$ cat config.mk
export PLATFORM = sky130hd
export DESIGN_NAME = sbg_top
export DESIGN_NICKNAME = d
export VERILOG_FILES = /design/src/hdl/sbg_pkg.sv /design/src/hdl/sbg_vote_if.sv /design/src/hdl/sbg_majority.sv /design/src/hdl/sbg_top.sv
export SDC_FILE = /design/constraint.sdc
export NUM_CORES = 1
export LEC_CHECK = 0
export ABC_AREA = 1
export BUFFER_PORTS_ARGS = -buffer_cell sky130_fd_sc_hd__clkbuf_2
export CAP_MARGIN = 10
export CORE_MARGIN = 1
export CORE_UTILIZATION = 30
export DETAILED_ROUTE_END_ITERATION = 10
export PLACE_DENSITY = 0.63
export SYNTH_ARGS = -nofsm -noshare
export SYNTH_HDL_FRONTEND = slang
export SYNTH_SLANG_ARGS = --single-unit
$ cat constraint.sdc
create_clock -name aclk -period 1.6 [get_ports aclk]
set_input_delay 0.32 -clock aclk [delete_from_list [all_inputs] [get_ports aclk]]
set_output_delay 0.32 -clock aclk [all_outputs]
set_load 0.02 [all_outputs]
$ cat src/hdl/sbg_pkg.sv
/*
  Constants, types and helpers shared by the baud tick generator files:
  register indices and byte addresses, field positions, reset values,
  postscaler terminals and the decoded operating mode.
  Assumes a 32-bit AXI4-Lite register bus with word-aligned registers.
*/
package sbg_pkg;

  // Bus address width in bits
  localparam int ADDR_W = 12;

  // Register indices as printed; byte address is four times the index
  localparam logic [ADDR_W-1:0] IDX_RCV = 12'h018;
  localparam logic [ADDR_W-1:0] IDX_XMT = 12'h098;
  localparam logic [ADDR_W-1:0] IDX_DIV = 12'h099;
  localparam logic [ADDR_W-1:0] IDX_STAT = 12'h09a;

  // Byte lane shift between index and byte address
  localparam int IDX_SHIFT = 2;

  // Transmit status/control field positions
  localparam int XMT_CLOCK_SOURCE_SELECT = 7;
  localparam int XMT_SYNC = 4;
  localparam int XMT_HIGH_SPEED_SELECT = 2;
  // Receive status/control: serial port enable
  localparam int RCV_SPEN = 7;

  // Writable bit masks; other bits read back fixed
  localparam logic [7:0] RCV_WMASK = 8'hf8;
  localparam logic [7:0] XMT_WMASK = 8'hf5;

  // Reset values
  localparam logic [7:0] RCV_RESET = 8'h00;
  localparam logic [7:0] XMT_RESET = 8'h02;
  localparam logic [7:0] DIV_RESET = 8'h00;
  localparam logic [2:0] SAMPLE_RESET = 3'h7;

  // Status word field positions
  localparam int STAT_RX_BIT = 8;
  localparam int STAT_MASTER_BIT = 9;
  localparam int STAT_PS_LSB = 16;

  // Postscaler terminal counts: ticks per bit minus one
  localparam int PS_W = 6;
  localparam logic [PS_W-1:0] PS_LOW = 6'h3f;
  localparam logic [PS_W-1:0] PS_HIGH = 6'h0f;
  localparam logic [PS_W-1:0] PS_SYNC = 6'h03;

  // AXI response codes
  localparam logic [1:0] RESP_OKAY = 2'h0;
  localparam logic [1:0] RESP_SLVERR = 2'h2;

  // Operating mode decoded from the control bits
  typedef enum logic [1:0] {
    SBG_ASYNC_LOW,
    SBG_ASYNC_HIGH,
    SBG_SYNC_MASTER,
    SBG_SYNC_SLAVE
  } sbg_mode_t;

  // Byte address of a register index
  function automatic logic [ADDR_W-1:0] reg_addr(input logic [ADDR_W-1:0] idx);
    reg_addr = idx << IDX_SHIFT;
  endfunction

  // Mode from transmit control; speed bit is ignored when synchronous
  function automatic sbg_mode_t decode_mode(input logic [7:0] xmt);
    if (xmt[XMT_SYNC]) begin
      decode_mode = xmt[XMT_CLOCK_SOURCE_SELECT] ? SBG_SYNC_MASTER : SBG_SYNC_SLAVE;
    end else begin
      decode_mode = xmt[XMT_HIGH_SPEED_SELECT] ? SBG_ASYNC_HIGH : SBG_ASYNC_LOW;
    end
  endfunction

  // Postscaler terminal for a mode
  function automatic logic [PS_W-1:0] ps_terminal(input sbg_mode_t m);
    unique case (m)
      SBG_ASYNC_LOW: ps_terminal = PS_LOW;
      SBG_ASYNC_HIGH: ps_terminal = PS_HIGH;
      SBG_SYNC_MASTER, SBG_SYNC_SLAVE: ps_terminal = PS_SYNC;
    endcase
  endfunction

endpackage

$ cat src/hdl/sbg_vote_if.sv
/*
  Interface between the generator top and the majority voter.
  Assumes both ends share the top's clock.
*/
`timescale 1ns/1ps
`default_nettype none

interface sbg_vote_if;
  // One-cycle strobe: take a sample now
  logic sample_en;
  // Synchronised receive pin level
  logic pin_level;
  // Voted receive level
  logic level;

  modport gen (output sample_en, output pin_level, input level);
  modport voter (input sample_en, input pin_level, output level);
endinterface

`default_nettype wire

$ cat src/hdl/sbg_majority.sv
/*
  Three-sample majority voter for the receive line.
  Assumes a synchronised pin level and a one-cycle sample strobe.
*/
`timescale 1ns/1ps
`default_nettype none

module sbg_majority (
  // Clock and reset
  input wire logic aclk,
  input wire logic aresetn,
  // Sample strobe, pin level and result
  sbg_vote_if.voter vote
);

  // Last three samples, newest in bit 0
  logic [2:0] samples;
  // Voted level register
  logic level_q;

  // Majority of three samples
  function automatic logic majority3(input logic [2:0] s);
    majority3 = (s[0] & s[1]) | (s[1] & s[2]) | (s[0] & s[2]);
  endfunction

  always_ff @(posedge aclk) begin
    if (!aresetn) begin
      samples <= sbg_pkg::SAMPLE_RESET;
    end else if (vote.sample_en) begin
      samples <= {samples[1:0], vote.pin_level};
    end
  end

  always_ff @(posedge aclk) begin
    if (!aresetn) begin
      level_q <= 1'b1;
    end else begin
      level_q <= majority3(samples);
    end
  end

  assign vote.level = level_q;

endmodule

`default_nettype wire

$ cat src/hdl/sbg_top.sv
/*
  Baud tick generator with receive-line majority sampler, behind an
  AXI4-Lite register slave. Holds the divisor, the two status/control
  registers and a status word showing timer and sampler state.
  Assumes one clock, a synchronous active-low reset, and pins that are
  asynchronous to the clock (they pass two flip-flops first).
*/
`timescale 1ns/1ps
`default_nettype none

module sbg_top #(
  parameter int DIV_W = 8
) (
  // Clock and reset
  input wire logic aclk,
  input wire logic aresetn,
  // AXI4-Lite write address
  input wire logic [sbg_pkg::ADDR_W-1:0] s_axi_awaddr,
  input wire logic [2:0] s_axi_awprot,
  input wire logic s_axi_awvalid,
  output logic s_axi_awready,
  // AXI4-Lite write data
  input wire logic [31:0] s_axi_wdata,
  input wire logic [3:0] s_axi_wstrb,
  input wire logic s_axi_wvalid,
  output logic s_axi_wready,
  // AXI4-Lite write response
  output logic [1:0] s_axi_bresp,
  output logic s_axi_bvalid,
  input wire logic s_axi_bready,
  // AXI4-Lite read address
  input wire logic [sbg_pkg::ADDR_W-1:0] s_axi_araddr,
  input wire logic [2:0] s_axi_arprot,
  input wire logic s_axi_arvalid,
  output logic s_axi_arready,
  // AXI4-Lite read data
  output logic [31:0] s_axi_rdata,
  output logic [1:0] s_axi_rresp,
  output logic s_axi_rvalid,
  input wire logic s_axi_rready,
  // Serial pins from the peer
  input wire logic receive_data_pin,
  input wire logic ext_clock_pin,
  // Tick and level outputs to the transceiver
  output logic baud_tick,
  output logic sample_tick,
  output logic bit_tick,
  output logic rx_level,
  output logic master_mode,
  output logic serial_enable
);

  // Registers seen by software
  logic [7:0] receive_status_control;
  logic [7:0] transmit_status_control;
  logic [DIV_W-1:0] rate_divisor_value;

  // Write channel holding state
  logic aw_held;
  logic w_held;
  logic [sbg_pkg::ADDR_W-1:0] aw_addr;
  logic [31:0] w_data;
  logic [3:0] w_strb;
  // One-cycle write commit strobe
  logic wr_commit;
  // Commit targets the divisor with its low lane enabled
  logic div_wr;
  // Address decode for the commit
  logic wr_mapped;

  // Read path
  logic [31:0] read_value;
  logic rd_mapped;

  // Timer and postscaler
  logic [DIV_W-1:0] baud_tick_generator;
  logic [sbg_pkg::PS_W-1:0] ps_count;
  logic timer_hit;
  logic ps_hit;
  sbg_pkg::sbg_mode_t mode;

  // Pin synchronisers and clock edge detect
  logic rx_meta;
  logic rx_sync;
  logic ck_meta;
  logic ck_sync;
  logic ck_prev;
  logic ck_rise;

  // Link to the majority voter
  sbg_vote_if vote ();

  // True when an address hits a mapped register
  function automatic logic addr_mapped(input logic [sbg_pkg::ADDR_W-1:0] a);
    addr_mapped = (a == sbg_pkg::reg_addr(sbg_pkg::IDX_RCV)) ||
                  (a == sbg_pkg::reg_addr(sbg_pkg::IDX_XMT)) ||
                  (a == sbg_pkg::reg_addr(sbg_pkg::IDX_DIV)) ||
                  (a == sbg_pkg::reg_addr(sbg_pkg::IDX_STAT));
  endfunction

  // mode bit picks sync or async
  // clock source picks master or slave
  assign mode = sbg_pkg::decode_mode(transmit_status_control);

  // Write commits once both address and data are held
  assign wr_commit = aw_held && w_held && !s_axi_bvalid;
  assign wr_mapped = addr_mapped(aw_addr);
  assign div_wr = wr_commit && w_strb[0] &&
                  (aw_addr == sbg_pkg::reg_addr(sbg_pkg::IDX_DIV));

  // timer reaches terminal count at zero
  // A restart write takes precedence over a pending terminal count
  assign timer_hit = (baud_tick_generator == '0) && !div_wr;
  assign ps_hit = timer_hit && (ps_count >= sbg_pkg::ps_terminal(mode));

  // Only the second and third flops are read by logic
  assign ck_rise = ck_sync && !ck_prev;

  // Receive pin synchroniser; the line idles high
  always_ff @(posedge aclk) begin
    if (!aresetn) begin
      rx_meta <= 1'b1;
      rx_sync <= 1'b1;
    end else begin
      rx_meta <= receive_data_pin;
      rx_sync <= rx_meta;
    end
  end

  // External shift clock synchroniser and edge history
  always_ff @(posedge aclk) begin
    if (!aresetn) begin
      ck_meta <= 1'b0;
      ck_sync <= 1'b0;
      ck_prev <= 1'b0;
    end else begin
      ck_meta <= ext_clock_pin;
      ck_sync <= ck_meta;
      ck_prev <= ck_sync;
    end
  end

  // Write address channel: accept once, hold until the response leaves
  always_ff @(posedge aclk) begin
    if (!aresetn) begin
      aw_held <= 1'b0;
      aw_addr <= '0;
      s_axi_awready <= 1'b1;
    end else if (s_axi_awvalid && s_axi_awready) begin
      aw_held <= 1'b1;
      aw_addr <= s_axi_awaddr;
      s_axi_awready <= 1'b0;
    end else if (wr_commit) begin
      aw_held <= 1'b0;
    end else if (s_axi_bvalid && s_axi_bready) begin
      // Ready again only after the response is taken
      s_axi_awready <= 1'b1;
    end
  end

  // Write data channel: same pattern as the address channel
  always_ff @(posedge aclk) begin
    if (!aresetn) begin
      w_held <= 1'b0;
      w_data <= '0;
      w_strb <= '0;
      s_axi_wready <= 1'b1;
    end else if (s_axi_wvalid && s_axi_wready) begin
      w_held <= 1'b1;
      w_data <= s_axi_wdata;
      w_strb <= s_axi_wstrb;
      s_axi_wready <= 1'b0;
    end else if (wr_commit) begin
      w_held <= 1'b0;
    end else if (s_axi_bvalid && s_axi_bready) begin
      s_axi_wready <= 1'b1;
    end
  end

  // Write response: unmapped addresses answer with a slave error
  always_ff @(posedge aclk) begin
    if (!aresetn) begin
      s_axi_bvalid <= 1'b0;
      s_axi_bresp <= sbg_pkg::RESP_OKAY;
    end else if (wr_commit) begin
      s_axi_bvalid <= 1'b1;
      s_axi_bresp <= wr_mapped ? sbg_pkg::RESP_OKAY : sbg_pkg::RESP_SLVERR;
    end else if (s_axi_bready) begin
      s_axi_bvalid <= 1'b0;
    end
  end

  // Control registers; only byte lane 0 carries data
  always_ff @(posedge aclk) begin
    if (!aresetn) begin
      receive_status_control <= sbg_pkg::RCV_RESET;
      transmit_status_control <= sbg_pkg::XMT_RESET;
    end else if (wr_commit && w_strb[0]) begin
      if (aw_addr == sbg_pkg::reg_addr(sbg_pkg::IDX_RCV)) begin
        // Status bits stay clear: no receiver here to set them
        receive_status_control <= w_data[7:0] & sbg_pkg::RCV_WMASK;
      end else if (aw_addr == sbg_pkg::reg_addr(sbg_pkg::IDX_XMT)) begin
        // Shift register reads empty, unused bit reads zero
        transmit_status_control <= (w_data[7:0] & sbg_pkg::XMT_WMASK) |
                                   (sbg_pkg::XMT_RESET & ~sbg_pkg::XMT_WMASK);
      end
    end
  end

  always_ff @(posedge aclk) begin
    if (!aresetn) begin
      rate_divisor_value <= sbg_pkg::DIV_RESET;
    end else if (div_wr) begin
      rate_divisor_value <= w_data[DIV_W-1:0];
    end
  end

  // Read data selection; status word exposes live generator state
  always_comb begin
    read_value = '0;
    rd_mapped = addr_mapped(s_axi_araddr);
    if (s_axi_araddr == sbg_pkg::reg_addr(sbg_pkg::IDX_RCV)) begin
      read_value[7:0] = receive_status_control;
    end else if (s_axi_araddr == sbg_pkg::reg_addr(sbg_pkg::IDX_XMT)) begin
      read_value[7:0] = transmit_status_control;
    end else if (s_axi_araddr == sbg_pkg::reg_addr(sbg_pkg::IDX_DIV)) begin
      read_value[DIV_W-1:0] = rate_divisor_value;
    end else if (s_axi_araddr == sbg_pkg::reg_addr(sbg_pkg::IDX_STAT)) begin
      read_value[DIV_W-1:0] = baud_tick_generator;
      read_value[sbg_pkg::STAT_RX_BIT] = rx_level;
      read_value[sbg_pkg::STAT_MASTER_BIT] = master_mode;
      read_value[sbg_pkg::STAT_PS_LSB +: sbg_pkg::PS_W] = ps_count;
    end
  end

  // Read address and data: one read at a time, answer next cycle
  always_ff @(posedge aclk) begin
    if (!aresetn) begin
      s_axi_arready <= 1'b1;
      s_axi_rvalid <= 1'b0;
      s_axi_rdata <= '0;
      s_axi_rresp <= sbg_pkg::RESP_OKAY;
    end else if (s_axi_arvalid && s_axi_arready) begin
      s_axi_arready <= 1'b0;
      s_axi_rvalid <= 1'b1;
      s_axi_rdata <= read_value;
      s_axi_rresp <= rd_mapped ? sbg_pkg::RESP_OKAY : sbg_pkg::RESP_SLVERR;
    end else if (s_axi_rvalid && s_axi_rready) begin
      s_axi_rvalid <= 1'b0;
      s_axi_arready <= 1'b1;
    end
  end

  // single 8-bit down-timer for every mode
  always_ff @(posedge aclk) begin
    if (!aresetn) begin
      baud_tick_generator <= '0;
    end else if (div_wr) begin
      baud_tick_generator <= w_data[DIV_W-1:0];
    end else if (timer_hit) begin
      baud_tick_generator <= rate_divisor_value;
    end else begin
      baud_tick_generator <= baud_tick_generator - 1'b1;
    end
  end

  // Postscaler dividing timer ticks into bit periods
  // Uses >= so a mode change mid-count cannot run past the terminal
  always_ff @(posedge aclk) begin
    if (!aresetn) begin
      ps_count <= '0;
    end else if (div_wr) begin
      // the bit period restarts with the timer
      ps_count <= '0;
    end else if (ps_hit) begin
      ps_count <= '0;
    end else if (timer_hit) begin
      ps_count <= ps_count + 1'b1;
    end
  end

  // one-cycle tick at every terminal count
  always_ff @(posedge aclk) begin
    if (!aresetn) begin
      baud_tick <= 1'b0;
    end else begin
      baud_tick <= timer_hit;
    end
  end

  // async sample clock is the raw timer tick
  always_ff @(posedge aclk) begin
    if (!aresetn) begin
      sample_tick <= 1'b0;
    end else begin
      sample_tick <= timer_hit &&
                     (mode == sbg_pkg::SBG_ASYNC_LOW || mode == sbg_pkg::SBG_ASYNC_HIGH);
    end
  end

  // Bit rate tick per mode
  always_ff @(posedge aclk) begin
    if (!aresetn) begin
      bit_tick <= 1'b0;
    end else begin
      unique case (mode)
        sbg_pkg::SBG_ASYNC_LOW, sbg_pkg::SBG_ASYNC_HIGH, sbg_pkg::SBG_SYNC_MASTER: begin
          bit_tick <= ps_hit;
        end
        // slave follows the peer's clock edges
        sbg_pkg::SBG_SYNC_SLAVE: begin
          bit_tick <= ck_rise;
        end
      endcase
    end
  end

  // Mode and enable flags for the transceiver
  always_ff @(posedge aclk) begin
    if (!aresetn) begin
      master_mode <= 1'b0;
      serial_enable <= 1'b0;
    end else begin
      // master only when synchronous with clock source set
      master_mode <= (mode == sbg_pkg::SBG_SYNC_MASTER);
      serial_enable <= receive_status_control[sbg_pkg::RCV_SPEN];
    end
  end

  // sample on timer ticks, or on peer clock edges as slave
  assign vote.sample_en = timer_hit || (mode == sbg_pkg::SBG_SYNC_SLAVE && ck_rise);
  assign vote.pin_level = rx_sync;

  // Majority voter for the receive line
  sbg_majority u_vote (
    .aclk(aclk),
    .aresetn(aresetn),
    .vote(vote.voter)
  );

  // Voted level comes straight from the voter's register
  assign rx_level = vote.level;

endmodule

`default_nettype wire

==> summary.md <==
* Most used DFF post-synth: sky130_fd_sc_hd__dfxtp_1
* share of total power consumed by net switching: 0.297
* Final Cycle Share: 0.941
* Nets: 743
* number of clock buffers inserted by TritonCTS: 9
* placeable core region: 13500 sq um
* upper clock frequency limit: 0.664 GHz
* mean number of vias per cell: 4.43
* part of the total power dissipated in sequential elements: 0.400
* EDFF count, synth: 0
* Final Setup Violations: 0
* most common cell after layout, fill and taps aside: sky130_fd_sc_hd__nand2_1
* hold_ws: 0.156 ns
* Hold WC Path Type: in -> reg
* leading cell types in the layout, fill and taps excluded: sky130_fd_sc_hd__nand2_1, sky130_fd_sc_hd__dfxtp_1, sky130_fd_sc_hd__clkbuf_2, sky130_fd_sc_hd__nor2_1, sky130_fd_sc_hd__nand3_1
* CTS tree: yes
* wire length of the first global-routing pass: 16.2 mm
* cell type with the highest aggregate area in the netlist: sky130_fd_sc_hd__dfxtp_1
* cell with the largest stage delay on the worst path: sky130_fd_sc_hd__dfxtp_2
* final core utilization: 0.395
* GRT overflow: 0
* starting density of the core: 0.313
* Top Family by Delay on Critical Path: simple AND/OR/NAND/NOR gates
* post-detailed-placement half-perimeter wirelength: 7.35 mm
* part of the power in combinational logic: 0.233
* distinct cell type count after synthesis: 40
* area used by sequential logic in the layout: 1860 sq um
* power density cells: 1280 nW/um^2
* vias after detailed routing: 3738
* I/O pin total: 122
* H-Tree Level Count: 3
* total wire length after detailed routing: 9.63 mm
* die width: 121 microns
* standard cell area after detailed placement: 4860 sq um
* FF+latch count, synth: 93
* area of combinational cells with multiple inputs: 2050 sq um
* CP Buf/Inv Count: 1
* vertical extent of the die: 121 microns
* antenna violations before repair: 0
* # fillers: 1410
* number of global-route vias before repair: 3376
* max incr delay on CP: 0.32 ns
* root buffer selected by CTS: sky130_fd_sc_hd__clkbuf_16
* count of input and output buffers: 70
* maximum root-to-sink buffer count: 2
* startpoint type of the worst setup path: register
* WL/cell: 11.4 microns
* Avg Synthesized Cell Area: 7.43 sq um
* final setup skew: 0.00716 ns
* number of sinks handled by clock tree synthesis: 93
* arrival time of data at the critical path endpoint: 1.74 ns
* Placed Cells: 826
* number of warnings printed during yosys synthesis: 0
* final hold violation count: 0
* full die area: 14500 sq um
* data required time of the critical path: 1.84 ns
* instance count of the mapped netlist: 567
* fraction of synthesis flops using an asynchronous set or reset pin: 0
* RSZ-0062 raised after global routing: yes
* number of violations of the max-capacitance limit: 0
* Pins Over Slew Limit: 0
* Routed Antenna Nets: 0
* largest net degree at the start of global routing: 22
* layout cell share with drive strength beyond 1: 0.243
* category of the most critical setup path: reg -> reg
* post-layout instance area: 5310 sq um
* number of DRC markers in iteration 0: 192
* highest fanout seen on the critical path: 6
* sequential element share of the synthesized area: 0.442
* area share of the largest cell type after synthesis: 0.442
* internal power consumption: 4.80 mW
* placer congestion estimate: 0.803
* outcome: finished, final reports clean
* Site Rows: 42
* final cell count without fillers: 843
* GRT Total Usage: 0.141
* CTS Hold Bufs: 0
* minimum clock period: 1.51 ns
* clock slew seen by the registers of the worst setup and hold paths: 0.07 ns
* Clk network pwr share: 0.367
* worst vdd ir: 510 uV
* 1st-pass router iterations: 4
* leakage power: 2.45 nW
* DRC viols: 0
* sequence of cells on the critical path: or2_4 -> ha_4 -> nand2_1 -> inv_2 -> nand4_1 -> nand3_2 -> nand2_2 -> nand2_4 -> nor2_2
* synth-to-layout area growth: 26.0%
* Switch Pwr: 2.03 mW
* diode count: 0
* Worst-Skew Late Latency: 0.34 ns
* CP endpoint kind: register
* Post-Synthesis Cell Area: 4220 sq um
* Synth area leaders: sky130_fd_sc_hd__dfxtp_1, sky130_fd_sc_hd__nand2_1, sky130_fd_sc_hd__nand3_1
## stage by stage
stage          setup TNS, ns  power [mW]  setup WS (ns)
3_5_place_dp               0        4.26         0.0147
4_1_cts                    0        6.77        0.00425
6_report                   0        6.82         0.0939
2_1_floorplan              0        3.84         0.0770
5_1_grt              -0.0135        7.21        -0.0121
3_3_place_gp               0        4.24         0.0286
## power groups by stage
stage	Clock, mW	Combinational [mW]	Sequential, mW
2_1_floorplan	0	1.04	2.79
3_3_place_gp	0	1.48	2.77
3_5_place_dp	0	1.49	2.77
4_1_cts	2.56	1.49	2.72
5_1_grt	2.65	1.80	2.76
6_report	2.50	1.59	2.73
## final timing paths
path                                            endpoint  slack [ns]                                    start  depth (start not counted)
worst min-delay path                  ck_meta$_SDFF_PN0_        0.16                            ext_clock_pin                          3
worst min register to register        rx_sync$_SDFF_PN1_        0.41                       rx_meta$_SDFF_PN1_                          1
worst max register to register  ps_count[0]$_SDFFE_PP0P_        0.09  transmit_status_control[4]$_SDFFE_PN0P_                          9
worst max-delay path            ps_count[0]$_SDFFE_PP0P_        0.09  transmit_status_control[4]$_SDFFE_PN0P_                          9
## kinds of logic (layout without fill, tap and decap cells)
group / after synthesis / after routing / synth area share
DFF: 93 / 93 / 0.442
AOI/OAI and AO/OA: 96 / 96 / 0.124
buffers and inverters: 94 / 177 / 0.104
and+or+nand+nor: 269 / 269 / 0.296
xor gates and xnor gates: 8 / 8 / 0.0166
adders and majority gates: 6 / 6 / 0.0178
other: 1 / 18 / 0.000890
## area by class of cell
| type | count | share of cell area |
|---|---|---|
| Clock buffer | 10 | 0.0450 |
| Clock inverter | 6 | 0.0217 |
| Inverter | 61 | 0.0436 |
| Multi-Input combinational cell | 397 | 0.387 |
| Sequential cell | 93 | 0.351 |
| Tap cell | 176 | 0.0415 |
| Timing Repair Buffer | 100 | 0.110 |
## cell usage after synthesis, types with 6 or more instances
master	n
sky130_fd_sc_hd__buf_4	19
sky130_fd_sc_hd__nor2_1	64
sky130_fd_sc_hd__nand3_1	57
sky130_fd_sc_hd__a21oi_1	29
sky130_fd_sc_hd__nor2_2	8
sky130_fd_sc_hd__ha_1	6
sky130_fd_sc_hd__nand2_1	106
sky130_fd_sc_hd__inv_1	55
sky130_fd_sc_hd__nor4_1	6
sky130_fd_sc_hd__clkbuf_1	8
sky130_fd_sc_hd__o21ai_0	50
sky130_fd_sc_hd__dfxtp_1	93
## state kept, by name (all words and copies together), names as in the netlist, 3 cells and up
signal / cells
aw_addr: 12
baud_tick_generator: 8
ps_count: 6
rate_divisor_value: 8
receive_status_control: 5
s_axi_rdata: 16
transmit_status_control: 6
u_vote.samples: 3
w_data: 8
## worst register-to-register path: stages (launching register included)
cell                      delay [ns]
sky130_fd_sc_hd__dfxtp_2        0.32
sky130_fd_sc_hd__or2_4          0.27
sky130_fd_sc_hd__ha_4           0.27
sky130_fd_sc_hd__nand2_1        0.05
sky130_fd_sc_hd__inv_2          0.06
sky130_fd_sc_hd__nand4_1        0.10
sky130_fd_sc_hd__nand3_2        0.10
sky130_fd_sc_hd__nand2_2        0.07
sky130_fd_sc_hd__nand2_4        0.11
sky130_fd_sc_hd__nor2_2         0.05
## metal layers
layer  part of all wire  vias up  track usage
li1                   -     2003            -
met1               0.50     1641        0.189
met2               0.44       88        0.219
met3              0.051        6       0.0349
met4             0.0078        0       0.0463
met5                  0        -            0
## timing repair
item	in CTS	in global routing
pin swaps	2	8
gates resized for setup	0	25
buffers inserted	0	1
setup endpoints to repair	2	18
gates cloned	0	0
Power figures use the tool's default switching activity.
